File: src/inc/crc_pkg.sv
// constants and types for the programmable checksum generator
`default_nettype none
package crc_pkg;
  // register byte addresses
  localparam logic [11:0] ctrl_off      = 12'h000;
  localparam logic [11:0] poly_off      = 12'h004;
  localparam logic [11:0] word_port_off = 12'h008;
  localparam logic [11:0] aux_port_off  = 12'h00c;
  localparam logic [11:0] power_off     = 12'h010;
  // control field positions
  localparam int len_lsb      = 0;
  localparam int run_bit      = 4;
  localparam int empty_bit    = 6;
  localparam int full_bit     = 7;
  localparam int count_lsb    = 8;
  localparam int idle_bit     = 13;
  // power register bits
  localparam int sleep_bit    = 0;
  localparam int idle_req_bit = 1;
  // reset values
  localparam logic [3:0]  len_rst   = 4'h0;
  localparam logic [15:1] poly_rst  = 15'h0000;
  localparam logic [4:0]  count_rst = 5'h00;
  localparam logic        empty_rst = 1'b1;
  // depth selection
  localparam logic [3:0]  deep_len_max = 4'h7;
  localparam logic [4:0]  depth_short  = 5'h10;
  localparam logic [4:0]  depth_long   = 5'h08;

  typedef enum logic [1:0] {
    eng_idle  = 2'b00,
    eng_shift = 2'b01
  } eng_state_t;

  typedef struct packed {
    logic [3:0]  len;
    logic        run;
    logic        halt_in_idle;
    logic [15:1] terms;
  } crc_cfg_t;
endpackage
`default_nettype wire

File: src/programmable_crc_generator.sv
// programmable checksum generator with word fifo and apb register access
//
// The APB register port and the address map are this design's own decisions.
`timescale 1ns/1ps
`default_nettype none

// What this block does
// RQ1: polynomial middle terms from fifteen enable bits, length from four-bit field
// RQ2: constant term always fed back; top term implied by register width
// RQ3: length field is length minus one; words are field plus one bits
// RQ4: fifo eight deep when length field above seven, else sixteen
// RQ5: data port takes byte writes; bits above word width ignored
// RQ6: writing the word's top byte adds one to the valid count
// RQ7: running with words pending moves one word into shifter, count minus one
// RQ8: shifter does two bits per clock, half word-width clocks per word, rounded up for odd widths
// RQ9: full flag at depth count, empty flag at zero count
// RQ10: write while full wraps count to zero, no interrupt
// RQ11: software waits a cycle after data write before reading count
// RQ12: interrupt pulse when count goes from one to zero
// RQ13: software waits for empty before reading result
// RQ14: software discards words by running until empty
// RQ15: software primes fifo, runs, tops up while below depth
// RQ16: run bit one starts shifting, zero stops it
// RQ17: sleep freezes all state except registers software reaches, until clocks return; the drain event flop is not frozen
// RQ18: idle freezes only when halt bit set; interrupt still passed on
// RQ19: count bits 12..8, full 7, empty 6 read-only; empty resets one
// RQ20: polynomial bit zero reads zero
// RQ21: feedback register of programmed width, data msb first
module programmable_crc_generator (
  // apb
  input  wire logic        pclk,
  input  wire logic        presetn,
  input  wire logic        psel,
  input  wire logic        penable,
  input  wire logic        pwrite,
  input  wire logic [11:0] paddr,
  input  wire logic [31:0] pwdata,
  input  wire logic [3:0]  pstrb,
  output logic      [31:0] prdata,
  output logic             pready,
  output logic             pslverr,
  // events
  output logic             word_drained
);
  // ---------------------------------------------------------------
  // state
  // ---------------------------------------------------------------
  crc_pkg::crc_cfg_t      cfg_reg;
  logic [15:0]            fifo_reg [16];
  logic [3:0]             wr_ptr_reg;
  logic [3:0]             rd_ptr_reg;
  logic [4:0]             count_reg;
  logic [15:0]            crc_reg;
  logic [15:0]            sh_data_reg;
  logic [3:0]             sh_left_reg;
  crc_pkg::eng_state_t    eng_reg;
  logic                   sleep_reg;
  logic                   idle_reg;
  logic                   drained_reg;

  logic        wr_en;
  logic        rd_en;
  logic        frozen;
  logic [4:0]  depth;
  logic        full_flag;
  logic        empty_flag;
  logic        top_byte_hit;
  logic        push;
  logic        pop;
  logic [15:0] wmask;
  logic [15:0] crc_next;
  logic [15:0] sh_data_next;
  logic [4:0]  word_bits;
  logic        aux_wr;

  assign wr_en = psel && penable && pwrite;
  assign rd_en = psel && penable && !pwrite;
  assign pready = 1'b1;
  assign pslverr = psel && penable && !(paddr == crc_pkg::ctrl_off ||
                   paddr == crc_pkg::poly_off || paddr == crc_pkg::word_port_off ||
                   paddr == crc_pkg::aux_port_off || paddr == crc_pkg::power_off);

  // freeze gates the fifo pop and the shift engine; registers software reaches and the event flop are not gated
  assign frozen = sleep_reg || (idle_reg && cfg_reg.halt_in_idle); // RQ17 RQ18

  assign depth = (cfg_reg.len > crc_pkg::deep_len_max) ? crc_pkg::depth_long
                                                       : crc_pkg::depth_short; // RQ4
  assign full_flag  = (count_reg == depth);                                   // RQ9
  assign empty_flag = (count_reg == 5'h00);                                   // RQ9
  assign word_bits  = {1'b0, cfg_reg.len} + 5'h01;                            // RQ3
  assign wmask      = 16'hffff >> (5'h10 - word_bits);                        // RQ5

  // top lane decides the word boundary: byte 0 for short words, byte 1 otherwise
  assign top_byte_hit = (cfg_reg.len > crc_pkg::deep_len_max) ? pstrb[1] : pstrb[0]; // RQ6
  assign push = wr_en && !pslverr && (paddr == crc_pkg::word_port_off) && top_byte_hit;
  // a result preset stalls the engine, so no word may leave the fifo then
  assign aux_wr = wr_en && (paddr == crc_pkg::aux_port_off) && pstrb[0];
  assign pop  = !frozen && cfg_reg.run && !empty_flag && !aux_wr &&
                (eng_reg == crc_pkg::eng_idle || sh_left_reg <= 4'h1);       // RQ7

  // ---------------------------------------------------------------
  // configuration
  // ---------------------------------------------------------------
  always_ff @(posedge pclk or negedge presetn) begin
    if (!presetn) begin
      cfg_reg <= '{len: crc_pkg::len_rst, run: 1'b0, halt_in_idle: 1'b0,
                   terms: crc_pkg::poly_rst};
    end else if (wr_en && !pslverr) begin
      if (paddr == crc_pkg::ctrl_off && pstrb[0]) begin
        cfg_reg.len <= pwdata[crc_pkg::len_lsb +: 4];                         // RQ1
        cfg_reg.run <= pwdata[crc_pkg::run_bit];                              // RQ16
      end
      if (paddr == crc_pkg::ctrl_off && pstrb[1]) begin
        cfg_reg.halt_in_idle <= pwdata[crc_pkg::idle_bit];
      end
      if (paddr == crc_pkg::poly_off) begin
        if (pstrb[0]) begin
          cfg_reg.terms[7:1] <= pwdata[7:1];                                  // RQ1
        end
        if (pstrb[1]) begin
          cfg_reg.terms[15:8] <= pwdata[15:8];
        end
      end
    end
  end

  always_ff @(posedge pclk or negedge presetn) begin
    if (!presetn) begin
      sleep_reg <= 1'b0;
      idle_reg  <= 1'b0;
    end else if (wr_en && paddr == crc_pkg::power_off && pstrb[0]) begin
      sleep_reg <= pwdata[crc_pkg::sleep_bit];
      idle_reg  <= pwdata[crc_pkg::idle_req_bit];
    end
  end

  // ---------------------------------------------------------------
  // fifo
  // ---------------------------------------------------------------
  genvar gi;
  generate
    for (gi = 0; gi < 16; gi++) begin : g_entry
      always_ff @(posedge pclk or negedge presetn) begin
        if (!presetn) begin
          fifo_reg[gi] <= 16'h0000;
        end else begin
          if (wr_en && !pslverr && paddr == crc_pkg::word_port_off &&
              wr_ptr_reg == 4'(gi)) begin
            if (pstrb[0]) begin
              fifo_reg[gi][7:0] <= pwdata[7:0] & wmask[7:0];                  // RQ5
            end
            if (pstrb[1]) begin
              fifo_reg[gi][15:8] <= pwdata[15:8] & wmask[15:8];
            end
          end
        end
      end
    end
  endgenerate

  // a push while full restarts the fifo at empty; no drain event follows
  always_ff @(posedge pclk or negedge presetn) begin
    if (!presetn) begin
      wr_ptr_reg <= 4'h0;
      rd_ptr_reg <= 4'h0;
      count_reg  <= crc_pkg::count_rst;
    end else if (push && full_flag) begin
      wr_ptr_reg <= 4'h0;                                                     // RQ10
      rd_ptr_reg <= 4'h0;
      count_reg  <= 5'h00;
    end else begin
      if (push) begin
        wr_ptr_reg <= (wr_ptr_reg + 4'h1) & 4'(depth - 5'h01);
      end
      if (pop) begin
        rd_ptr_reg <= (rd_ptr_reg + 4'h1) & 4'(depth - 5'h01);
      end
      if (push && !pop) begin
        count_reg <= count_reg + 5'h01;                                       // RQ6
      end else if (pop && !push) begin
        count_reg <= count_reg - 5'h01;                                       // RQ7
      end
    end
  end

  // event flop is not gated by freeze, but it needs a pop, which freeze blocks, so no event while frozen
  always_ff @(posedge pclk or negedge presetn) begin
    if (!presetn) begin
      drained_reg <= 1'b0;
    end else begin
      drained_reg <= pop && !push && (count_reg == 5'h01);                    // RQ12 RQ18
    end
  end
  assign word_drained = drained_reg;

  // ---------------------------------------------------------------
  // shift engine
  // ---------------------------------------------------------------
  // two steps of a register of width len+1, data msb first
  always_comb begin
    logic fb;
    fb           = 1'b0;
    crc_next     = crc_reg;
    sh_data_next = sh_data_reg;
    for (int s = 0; s < 2; s++) begin
      // odd widths take a single step in the word's last cycle
      if (s == 0 || sh_left_reg != 4'h1 || word_bits[0] == 1'b0) begin          // RQ8
        fb = crc_next[cfg_reg.len] ^ sh_data_next[cfg_reg.len];               // RQ21
        crc_next     = (crc_next << 1) & wmask;
        sh_data_next = (sh_data_next << 1) & wmask;
        if (fb) begin
          crc_next = crc_next ^ (({cfg_reg.terms, 1'b1}) & wmask);            // RQ1 RQ2
        end
      end
    end
  end

  always_ff @(posedge pclk or negedge presetn) begin
    if (!presetn) begin
      crc_reg     <= 16'h0000;
      sh_data_reg <= 16'h0000;
      sh_left_reg <= 4'h0;
      eng_reg     <= crc_pkg::eng_idle;
    end else if (wr_en && paddr == crc_pkg::aux_port_off && pstrb[0]) begin
      crc_reg <= pwdata[15:0] & wmask;
    end else if (!frozen && cfg_reg.run) begin                                // RQ16
      if (pop) begin
        sh_data_reg <= fifo_reg[rd_ptr_reg];
        sh_left_reg <= 4'(word_bits[4:1] + {3'b000, word_bits[0]});           // RQ8
        eng_reg     <= crc_pkg::eng_shift;
        if (eng_reg == crc_pkg::eng_shift) begin
          crc_reg <= crc_next;
        end
      end else if (eng_reg == crc_pkg::eng_shift) begin
        crc_reg     <= crc_next;                                              // RQ8
        sh_data_reg <= sh_data_next;
        sh_left_reg <= sh_left_reg - 4'h1;
        if (sh_left_reg <= 4'h1) begin
          eng_reg <= crc_pkg::eng_idle;
        end
      end
    end
  end

  // ---------------------------------------------------------------
  // read mux
  // ---------------------------------------------------------------
  always_ff @(posedge pclk or negedge presetn) begin
    if (!presetn) begin
      prdata <= 32'h0000_0000;
    end else if (psel && !penable && !pwrite) begin
      prdata <= 32'h0000_0000;
      case (paddr)
        crc_pkg::ctrl_off: begin
          prdata[crc_pkg::len_lsb +: 4]   <= cfg_reg.len;
          prdata[crc_pkg::run_bit]        <= cfg_reg.run;
          prdata[crc_pkg::empty_bit]      <= empty_flag;                      // RQ19
          prdata[crc_pkg::full_bit]       <= full_flag;
          prdata[crc_pkg::count_lsb +: 5] <= count_reg;
          prdata[crc_pkg::idle_bit]       <= cfg_reg.halt_in_idle;
        end
        crc_pkg::poly_off:      prdata[15:0] <= {cfg_reg.terms, 1'b0};        // RQ20
        crc_pkg::word_port_off: prdata[15:0] <= crc_reg;
        crc_pkg::aux_port_off:  prdata[15:0] <= crc_reg;
        crc_pkg::power_off:     prdata[1:0]  <= {idle_reg, sleep_reg};
        default:                prdata <= 32'h0000_0000;
      endcase
    end
  end
endmodule // programmable_crc_generator
`default_nettype wire

File: config.mk
export PLATFORM = sky130hd
export DESIGN_NAME = programmable_crc_generator
export DESIGN_NICKNAME = d
export VERILOG_FILES = /design/src/inc/crc_pkg.sv /design/src/programmable_crc_generator.sv
export SDC_FILE = /design/constraint.sdc
export NUM_CORES = 1
export LEC_CHECK = 0
export CAP_MARGIN = 20
export CORE_ASPECT_RATIO = 1.5
export CORE_MARGIN = 2
export CORE_UTILIZATION = 50
export DETAILED_ROUTE_END_ITERATION = 12
export DONT_BUFFER_PORTS = 1
export PLACE_DENSITY = 0.67
export SYNTH_ARGS = -nofsm -noshare
export SYNTH_HDL_FRONTEND = slang
export SYNTH_SLANG_ARGS = --single-unit
File: constraint.sdc
create_clock -name pclk -period 5.2 [get_ports pclk]
set_clock_uncertainty 0.1 [all_clocks]
set_input_delay 0.52 -clock pclk [delete_from_list [all_inputs] [get_ports pclk]]
set_output_delay 0.52 -clock pclk [all_outputs]
set_load 0.01 [all_outputs]
==> results of run 1 <==
## timing repair
action	4_1_cts	5_1_grt
endpoints found under the hold margin	346	346
buffers inserted	0	0
resized for setup	0	0
## area by class of cell
class	count	area, um^2
clock buffers	48	1030
clock inverters	13	223
fillers	3021	16400
inverters	20	75.1
multi-input cells	1107	9370
flip-flops and latches	346	8660
well taps	484	606
repair buffers	35	288
## kinds of logic after synthesis
group,Yosys count
xor gates and xnor gates,20
other,2
and+or+nand+nor,440
buffers and inverters,145
AOI/OAI and AO/OA,214
DFF,346
adders and majority gates,19
muxes,397
## power by group through the flow
| stage | clock network (mW) | registers, mW | logic, mW |
|---|---|---|---|
| after floorplan | 0 | 2.75 | 0.0661 |
| after detailed placement | 0 | 2.75 | 0.0647 |
| final | 2.73 | 2.70 | 0.0662 |
| after global routing | 2.89 | 2.70 | 0.0748 |
| after CTS | 2.80 | 2.70 | 0.0650 |
| after global placement | 0 | 2.75 | 0.0628 |
## placed cells by master (no fill, tap or decap), types with 6 or more instances in the layout
master and n:
nand4_1 13, or4_1 8, nand3_1 42, and3_1 25, clkbuf_8 6, nand2_1 137, ha_1 19, mux4_2 82
nor2b_1 6, xor2_1 9, xnor2_1 9, o211ai_1 6, buf_4 33, mux2i_1 26, nor2_1 104, nor4_1 14
nor3_1 29, clkbuf_16 37, a21oi_1 64, a211oi_1 9, o31ai_1 10, and2_1 17, conb_1 17, bufinv_16 6
mux4_1 6, inv_1 19, a31oi_1 7, o21ai_0 66, mux2_2 283, o22ai_1 11, nand2b_1 15, dfrtp_1 344
## stage by stage
step / total power [mW] / utilization, % / instance area, um^2 / instances / worst slack (ns)
2_1_floorplan: 2.82 / - / 18700 / 1598 / 0.536
3_3_place_gp: 2.82 / 51.8 / 19000 / 1992 / 0.467
3_5_place_dp: 2.82 / 51.8 / 19000 / 1992 / 0.421
4_1_cts: 5.57 / 55.2 / 20300 / 2053 / 0.388
5_1_grt: 5.66 / 55.2 / 20300 / 2053 / 0.0346
6_report: 5.50 / 55.2 / 20300 / 2053 / 0.286
## per-layer routing
layer | GRT usage (%) | part of all wire [%] | vias to the layer above
met3 | 3.76 | 4.2 | 139
li1 | - | - | 5686
met1 | 27.0 | 36 | 6478
met2 | 46.0 | 53 | 333
met5 | 0 | 0 | -
met4 | 15.9 | 7.0 | 0
## final timing paths
check | slack (ns) | startpoint | to
max | 0.29 | cfg_reg[17] | crc_reg[9]
min | -0.41 | presetn | prdata[10]
max reg2reg | 0.29 | cfg_reg[17] | crc_reg[9]
min reg2reg | 0.38 | sh_data_reg[15] | sh_data_reg[15]
max in group asynchronous | 4.47 | presetn | sh_data_reg[4]
min in group pclk | 0.04 | pwdata[1] | cfg_reg[18]
==> run summary, run 1 <==
Vias = 12636
Layout cell share with drive strength beyond 1 = 30.0%
Clk sink count = 346
Switching part of the total = 20.1%
Failing checks = negative hold slack
Count leader, synth = dfrtp_1
Sequential Power Share = 49.1%
Yosys top cell area share = 46.5%
Nets@finish = 1617
Top cells by count, synth = dfrtp_1 (346), mux2_2 (283), nand2_1 (137)
WHS = -0.407 ns
Diodes inserted = 0
Chip height = 240 um
FMAX = 203 MHz
Synth Area in Compound Gates = 7.01%
Synth Area in XOR/XNOR = 1.02%
Endpoints failing hold = 346
Arr. time, crit path = 5.25 ns
Net Sw Power = 1.10 mW
Crit-path cells = ha_1, inv_1, ha_1, or4b_2, nand3_1, and2_1, nor4_1, mux2i_1, o32a_1, nand3_1, a211oi_2, xnor2_2, buf_12, mux2_2, o21ai_0
Wire per inst = 23.3 um
Critical-path top delay cell = or4b_2
Hold Crit Class = in2async
FF-to-FF path depth = 15
Top cell type by total area after synthesis = dfrtp_1
First-pass DRT Iterations = 5
Synth Flop Type = dfrtp_1
Cell family with most CP delay = simple AND/OR/NAND/NOR gates
Critical path buffer and inverter count = 2
Post-synth EDFFs = 0
DRC Markers = 0
Rows = 86
Top cells by area, synth = dfrtp_1 (47%), mux2_2 (17%), mux4_2 (9.9%), nand2_1 (2.8%), nor2_1 (2.1%)
GRT Total Usage = 25.1%
Startpoint Class = flop
CTS root buffer = clkbuf_16
Setup repair after global routing missed its margin = no
Count of cell types in the netlist = 69
Die width = 161 um
Vias per inst = 6.15
Synthesis-to-layout area growth = 8.88%
Slew HR = 23.0%
Setup crit end kind = flop
Seq/Total Area, Yosys = 46.5%
Ys async rst share = 100%
P per Cell Area = 272 nW/um^2
Core box area = 36700 um^2
CTS tree = built
Fin crit share = 94.5%
IO Count = 88
Pleak = 9.00 nW
VDD IR max = 0.000213 V
Kind of critical path = reg2reg
Final setup viols = 0
Mapped Area = 18600 um^2
Clock Latency Late Sink = 0.52 ns
Register bit total from synthesis = 346
Dpl hpwl = 34.6 mm
Mux contribution to synthesized area = 29.3%
Largest net degree at the start of global routing = 347
Clk slew on worst S/H paths = 0.06 ns
Effective utilization at floorplan = 50.7%
Port Buffers = 0
Htree depth = 2
Slew Viols, Final = 0
Die ar. = 38800 um^2
Clock Power Share = 49.7%
Simple-Gate Fraction of Synth Area = 11.4%
Max cap viols = 0
P_int = 4.40 mW
WP depth = 15
GR Overflow Total = 0
Setup TNS = 0 ns
Clk buf depth = 3
CTS Buf Count = 35
Synth Instances = 1583
Combinational Power Share = 1.2%
Initial antenna violation count = 0
Vias in the first global route = 13165
Largest family of logic cells by synthesized area = multiplexers
Adder-cell share of the synthesized area = 1.28%
Run status = finished with violations
First-pass GRT wire length = 75.0 mm
Placer Congestion = 0.987
Worst path max stage delay = 0.72 ns
Synth warnings = 0
Synth Area per Inst = 11.8 um^2
Number of flip-flops under the largest register name = 256
Worst Path Max Fanout = 26
DR iter-0 viols = 904
Worst slew pin tran = 1.16 ns
Minimum clock period = 4.91 ns
Required @ worst endpoint = 5.54 ns
DRT antenna net count = 0
WL final = 47.9 mm
No activity file was read; power rests on OpenSTA's default activity.
==> run 2, diff against run 1 <==
--- a/config.mk
+++ b/config.mk
@@ -11,6 +11,7 @@
 export CORE_UTILIZATION = 50
 export DETAILED_ROUTE_END_ITERATION = 12
 export DONT_BUFFER_PORTS = 1
+export MAX_ROUTING_LAYER = met4
 export PLACE_DENSITY = 0.67
 export SYNTH_ARGS = -nofsm -noshare
 export SYNTH_HDL_FRONTEND = slang
==> constraint.sdc (replaced) <==
create_clock -name pclk -period 5.2 [get_ports pclk]
set_clock_uncertainty 0.1 [all_clocks]
set_input_delay 0.52 -clock pclk [delete_from_list [all_inputs] [get_ports pclk]]
set_output_delay 0.52 -clock pclk [all_outputs]
set_load 0.1 [all_outputs]
==> run 2 against run 1 <==
The flow still finishes with violations (negative hold slack). Critical endpoint unchanged. Fmax down 1.8%. Via count up 0.62%. Clock power down 9.5%. Design area down 0.68%. Sequential cell count unchanged. Critical path depth up 1. Core utilization down 0.38 points. Sequential power about the same. Power down 3.8%. Sequential share of layout area up 0.29 points. Non-clock buffer count up 1. Setup slack worse by 0.088 ns.
==> run summary, run 2 (synthesized netlist as in run 1, its figures left out) <==
Most common cell after layout, fill and taps aside = dfrtp_1
Max cap viols = 0
Clk sink count = 346
FMAX = 200 MHz
Reg2Reg Launch Point = cfg_reg[17]
DR iter-0 viols = 907
Switching part of the total = 21.7%
P_int = 4.14 mW
Core box area = 36700 um^2
WHS = -0.417 ns
GR Overflow Total = 0
Clock Power Share = 46.6%
Layout cell share with drive strength beyond 1 = 29.8%
Diodes inserted = 0
RR Endpoint = crc_reg[9]
Effective utilization at floorplan = 50.7%
Nets@finish = 1618
CTS tree = built
Number of flip-flops under the largest register name = 256
Wire per inst = 23.5 um
FF-to-FF path depth = 16
IO Count = 88
Arr. time, crit path = 5.34 ns
Port Buffers = 0
Pleak = 8.95 nW
Setup TNS = 0 ns
Final setup viols = 0
Sequential Power Share = 51.1%
Most frequent cells in the layout = dfrtp_1 (344), mux2_2 (283), nand2_1 (137)
Minimum clock period = 5.00 ns
Combinational Power Share = 2.3%
Die width = 161 um
Worst setup startpoint = cfg_reg[17]
Endpoints failing hold = 346
Dpl hpwl = 34.9 mm
Hold Crit Class = in2async
Clock Latency Late Sink = 0.53 ns
First-pass GRT wire length = 75.9 mm
Kind of critical path = reg2reg
Post-CTS Setup Repair Bufs = 0
Vias per inst = 6.20
Worst Setup EP = crc_reg[9]
Fin crit share = 96.2%
Vias in the first global route = 13456
Final core utilization = 54.8%
Clk buf depth = 3
Cts repair resizes = 0
P per Cell Area = 263 nW/um^2
Required @ worst endpoint = 5.54 ns
Vias = 12714
Setup repair after global routing missed its margin = no
Clk slew on worst S/H paths = 0.06 ns
Placer Congestion = 0.972
GRT Total Usage = 26.2%
Worst slew pin tran = 1.12 ns
Htree depth = 2
Run status = finished with violations
Die ar. = 38800 um^2
Rows = 86
Slew HR = 25.2%
Worst Path Max Fanout = 16
Initial antenna violation count = 0
WL final = 48.2 mm
Setup crit end kind = flop
VDD IR max = 0.000214 V
Synthesis-to-layout area growth = 8.14%
Failing checks = negative hold slack
Slew Viols, Final = 0
CTS Buf Count = 35
R2R setup slack = 0.20 ns
First-pass DRT Iterations = 5
Startpoint Class = flop
CTS root buffer = clkbuf_16
Net Sw Power = 1.15 mW
DRC Markers = 0
Largest net degree at the start of global routing = 347
Chip height = 240 um
DRT antenna net count = 0
## run 2: worst max-delay path: stages, from the launching register on
cell and delay, ns:
dfrtp_1 0.38, ha_1 0.25, inv_1 0.10, ha_1 0.36, or4b_2 0.71, a21o_1 0.23
a221oi_2 0.48, buf_4 0.30, and3b_1 0.18, mux2i_1 0.16, o32a_1 0.36, nand3_1 0.25
a211oi_2 0.09, xnor2_2 0.17, buf_4 0.28, mux2_2 0.36, o21ai_0 0.15
## run 2: power by group through the flow
stage,Sequential (mW),Clock [mW],Combinational (mW)
floorplan,2.75,0,0.117
detailed placement,2.75,0,0.120
finish,2.70,2.47,0.121
global placement,2.75,0,0.119
CTS,2.70,2.52,0.121
global route,2.70,2.61,0.129
## run 2: area by class of cell
cell class	count	area, um^2
Clock buffer	48	985
Clock inverter	9	110
Fill cell	3027	16600
Inverter	20	75.1
Multi-Input combinational cell	1107	9380
Sequential cell	346	8660
Tap cell	484	606
Timing Repair Buffer	36	300
## run 2: how the worst min path moves through the flow
stage | start | endpoint | slack (ns) | cells after the start
3_3_place_gp | presetn | prdata[12] | 0.13 | 0
5_1_grt | presetn | crc_reg[13] | -0.43 | 0
3_5_place_dp | presetn | prdata[12] | 0.13 | 0
6_report | presetn | prdata[12] | -0.42 | 0
4_1_cts | presetn | prdata[12] | -0.43 | 0
2_1_floorplan | presetn | cfg_reg[0] | 0.12 | 0
## run 2: metrics by stage
stage	power [mW]	instances	setup slack, ns	hold slack, ns	instance area, um^2
final	5.29	2050	0.198	-0.417	20100
after CTS	5.34	2050	0.325	-0.428	20100
after detailed placement	2.87	1993	0.344	0.132	19000
after floorplan	2.87	1598	0.536	0.124	18700
after global placement	2.87	1993	0.461	0.131	19000
after global routing	5.44	2050	0.0773	-0.429	20100
## run 2: layer usage
layer | track usage (%) | up-vias | share of wire, %
met5 | - | - | 0
met2 | 46.5 | 363 | 52
met1 | 27.6 | 6473 | 37
li1 | - | 5698 | -
met4 | 16.5 | 0 | 7.1
met3 | 3.02 | 180 | 3.9
==> run 3, diff against run 2 <==
--- a/config.mk
+++ b/config.mk
@@ -6,7 +6,7 @@
 export NUM_CORES = 1
 export LEC_CHECK = 0
 export CAP_MARGIN = 20
-export CORE_ASPECT_RATIO = 1.5
+export CORE_ASPECT_RATIO = 0.8
 export CORE_MARGIN = 2
 export CORE_UTILIZATION = 50
 export DETAILED_ROUTE_END_ITERATION = 12
==> run 3 against run 2 <==
The run still ends with negative hold slack left. Cell count rose by 0.78%. Clock-buffer cell count is 8 higher. Wire length shrank 1.2%. Core utilization grew 0.41 points. Critical path depth down 1. Clock power is 13% higher. Sequential share of layout area is 0.55 points lower. Sequential cell count is the same. Global-route usage shrank 0.46 points. Sequential power about the same. Die area is essentially flat. Highest routed layer unchanged.
==> run summary, run 3 (synthesized netlist as in run 1, its figures left out) <==
Critical path buffer and inverter count = 2
First-pass GRT wire length = 74.6 mm
Clk sink count = 346
Initial antenna violation count = 1
Final setup viols = 0
# fillers = 3041
Htree depth = 2
Most frequent cells in the layout = dfrtp_1 (344), mux2_2 (283), nand2_1 (137)
Core box area = 36900 um^2
Tot Pwr = 5.61 mW
Minimum clock period = 4.83 ns
Synthesis-to-layout area growth = 9.54%
Nets@finish = 1624
CTS tree = built
Clk slew on worst S/H paths = 0.07 ns
FF-to-FF path depth = 15
Kind of critical path = reg2reg
WHS = -0.442 ns
Worst slew pin tran = 0.993 ns
Placer Congestion = 0.954
DRC Markers = 0
Setup crit end kind = flop
CTS Hold Bufs = 7
Failing checks = negative hold slack
Reg area = 8660 um^2
Combinational Power Share = 2.2%
Vias = 12897
Slew HR = 33.6%
Wire per inst = 23.0 um
Port Buffers = 0
Worst Setup EP = crc_reg[5]
IO Count = 88
Chip height = 177 um
Cell family with most CP delay = simple AND/OR/NAND/NOR gates
Vias per inst = 6.24
Net Sw Power = 1.23 mW
DRT antenna net count = 0
Pleak = 9.05 nW
P per Cell Area = 275 nW/um^2
Layout cell share with drive strength beyond 1 = 29.7%
Number of flip-flops under the largest register name = 256
VDD IR max = 0.000241 V
Dpl hpwl = 32.8 mm
Worst Path Max Fanout = 13
Post-CTS Setup Repair Bufs = 0
Endpoints failing hold = 346
Die width = 220 um
CTS Buf Count = 38
Crit-path cells = ha_1, inv_1, ha_1, or4b_2, a21o_1, and2_1, a21oi_1, nand3_1, o21ai_0, o22ai_1, o31ai_1, xnor2_2, buf_4, or4_1, nand3_1
Fin crit share = 92.9%
Slew Viols, Final = 0
Setup repair after global routing missed its margin = no
Required @ worst endpoint = 5.59 ns
CTS root buffer = clkbuf_16
Reg2Reg Launch Point = cfg_reg[17]
WP depth = 15
Startpoint Class = flop
Largest net degree at the start of global routing = 347
RR Endpoint = crc_reg[5]
Switching part of the total = 22.0%
DR iter-0 viols = 1351
P_int = 4.38 mW
Max cap viols = 0
First-pass DRT Iterations = 6
Rows = 63
Cts repair resizes = 0
Vias in the first global route = 12631
GR Overflow Total = 0
Effective utilization at floorplan = 50.4%
Worst path max stage delay = 0.70 ns
Setup TNS = 0 ns
Run status = finished with violations
Clock Latency Late Sink = 0.56 ns
GRT Total Usage = 25.7%
WL final = 47.6 mm
Hold Crit Class = in2async
Clk buf depth = 3
Critical-path top delay cell = or4b_2
Die ar. = 38800 um^2
FMAX = 207 MHz
Arr. time, crit path = 5.22 ns
Sequential Power Share = 48.3%
R2R setup slack = 0.37 ns
Worst setup startpoint = cfg_reg[17]
Footprint of the multi-input gates = 9380 um^2
Most common cell after layout, fill and taps aside = dfrtp_1
Clock Power Share = 49.6%
-- run 3: layout make-up --
| type | count | area share [%] |
|---|---|---|
| clock inverters | 9 | 0.853 |
| inverters | 20 | 0.368 |
| clock buffers | 56 | 5.49 |
| multi-input cells | 1107 | 46.0 |
| repair buffers | 39 | 1.74 |
| diodes | 2 | 0.0246 |
| well taps | 487 | 2.99 |
| flip-flops and latches | 346 | 42.5 |
-- run 3: through the flow --
step | hold slack, ns | std cells | utilization (%) | setup slack, ns | area (um^2)
6_report | -0.442 | 2066 | 55.2 | 0.367 | 20400
5_1_grt | -0.453 | 2065 | 55.2 | 0.151 | 20400
4_1_cts | -0.461 | 2063 | 55.2 | 0.430 | 20400
3_5_place_dp | 0.139 | 1991 | 51.5 | 0.475 | 19000
3_3_place_gp | 0.138 | 1990 | 51.4 | 0.592 | 19000
2_1_floorplan | 0.124 | 1598 | - | 0.536 | 18700
-- run 3: layer usage --
metal	up-vias	GRT usage, %	routed length (um)
met2	458	37.3	21200
met5	-	-	0
li1	5729	-	-
met4	0	7.30	1120
met1	6624	37.7	21900
met3	86	3.88	3360
-- run 3: power groups by stage --
stage               sequential (mW)  clock (mW)  combinational [mW]
floorplan                      2.75           0               0.117
global placement               2.76           0               0.113
detailed placement             2.76           0               0.115
CTS                            2.71        2.84               0.120
global route                   2.71        2.95               0.129
finish                         2.71        2.78               0.121
-- run 3: worst min path at each step --
stage,start,end,slack [ns],cells after the start
2_1_floorplan,presetn,cfg_reg[0],0.12,0
5_1_grt,presetn,prdata[3],-0.45,0
3_3_place_gp,presetn,prdata[3],0.14,0
4_1_cts,presetn,crc_reg[13],-0.46,0
6_report,presetn,crc_reg[0],-0.44,0
3_5_place_dp,presetn,prdata[4],0.14,0
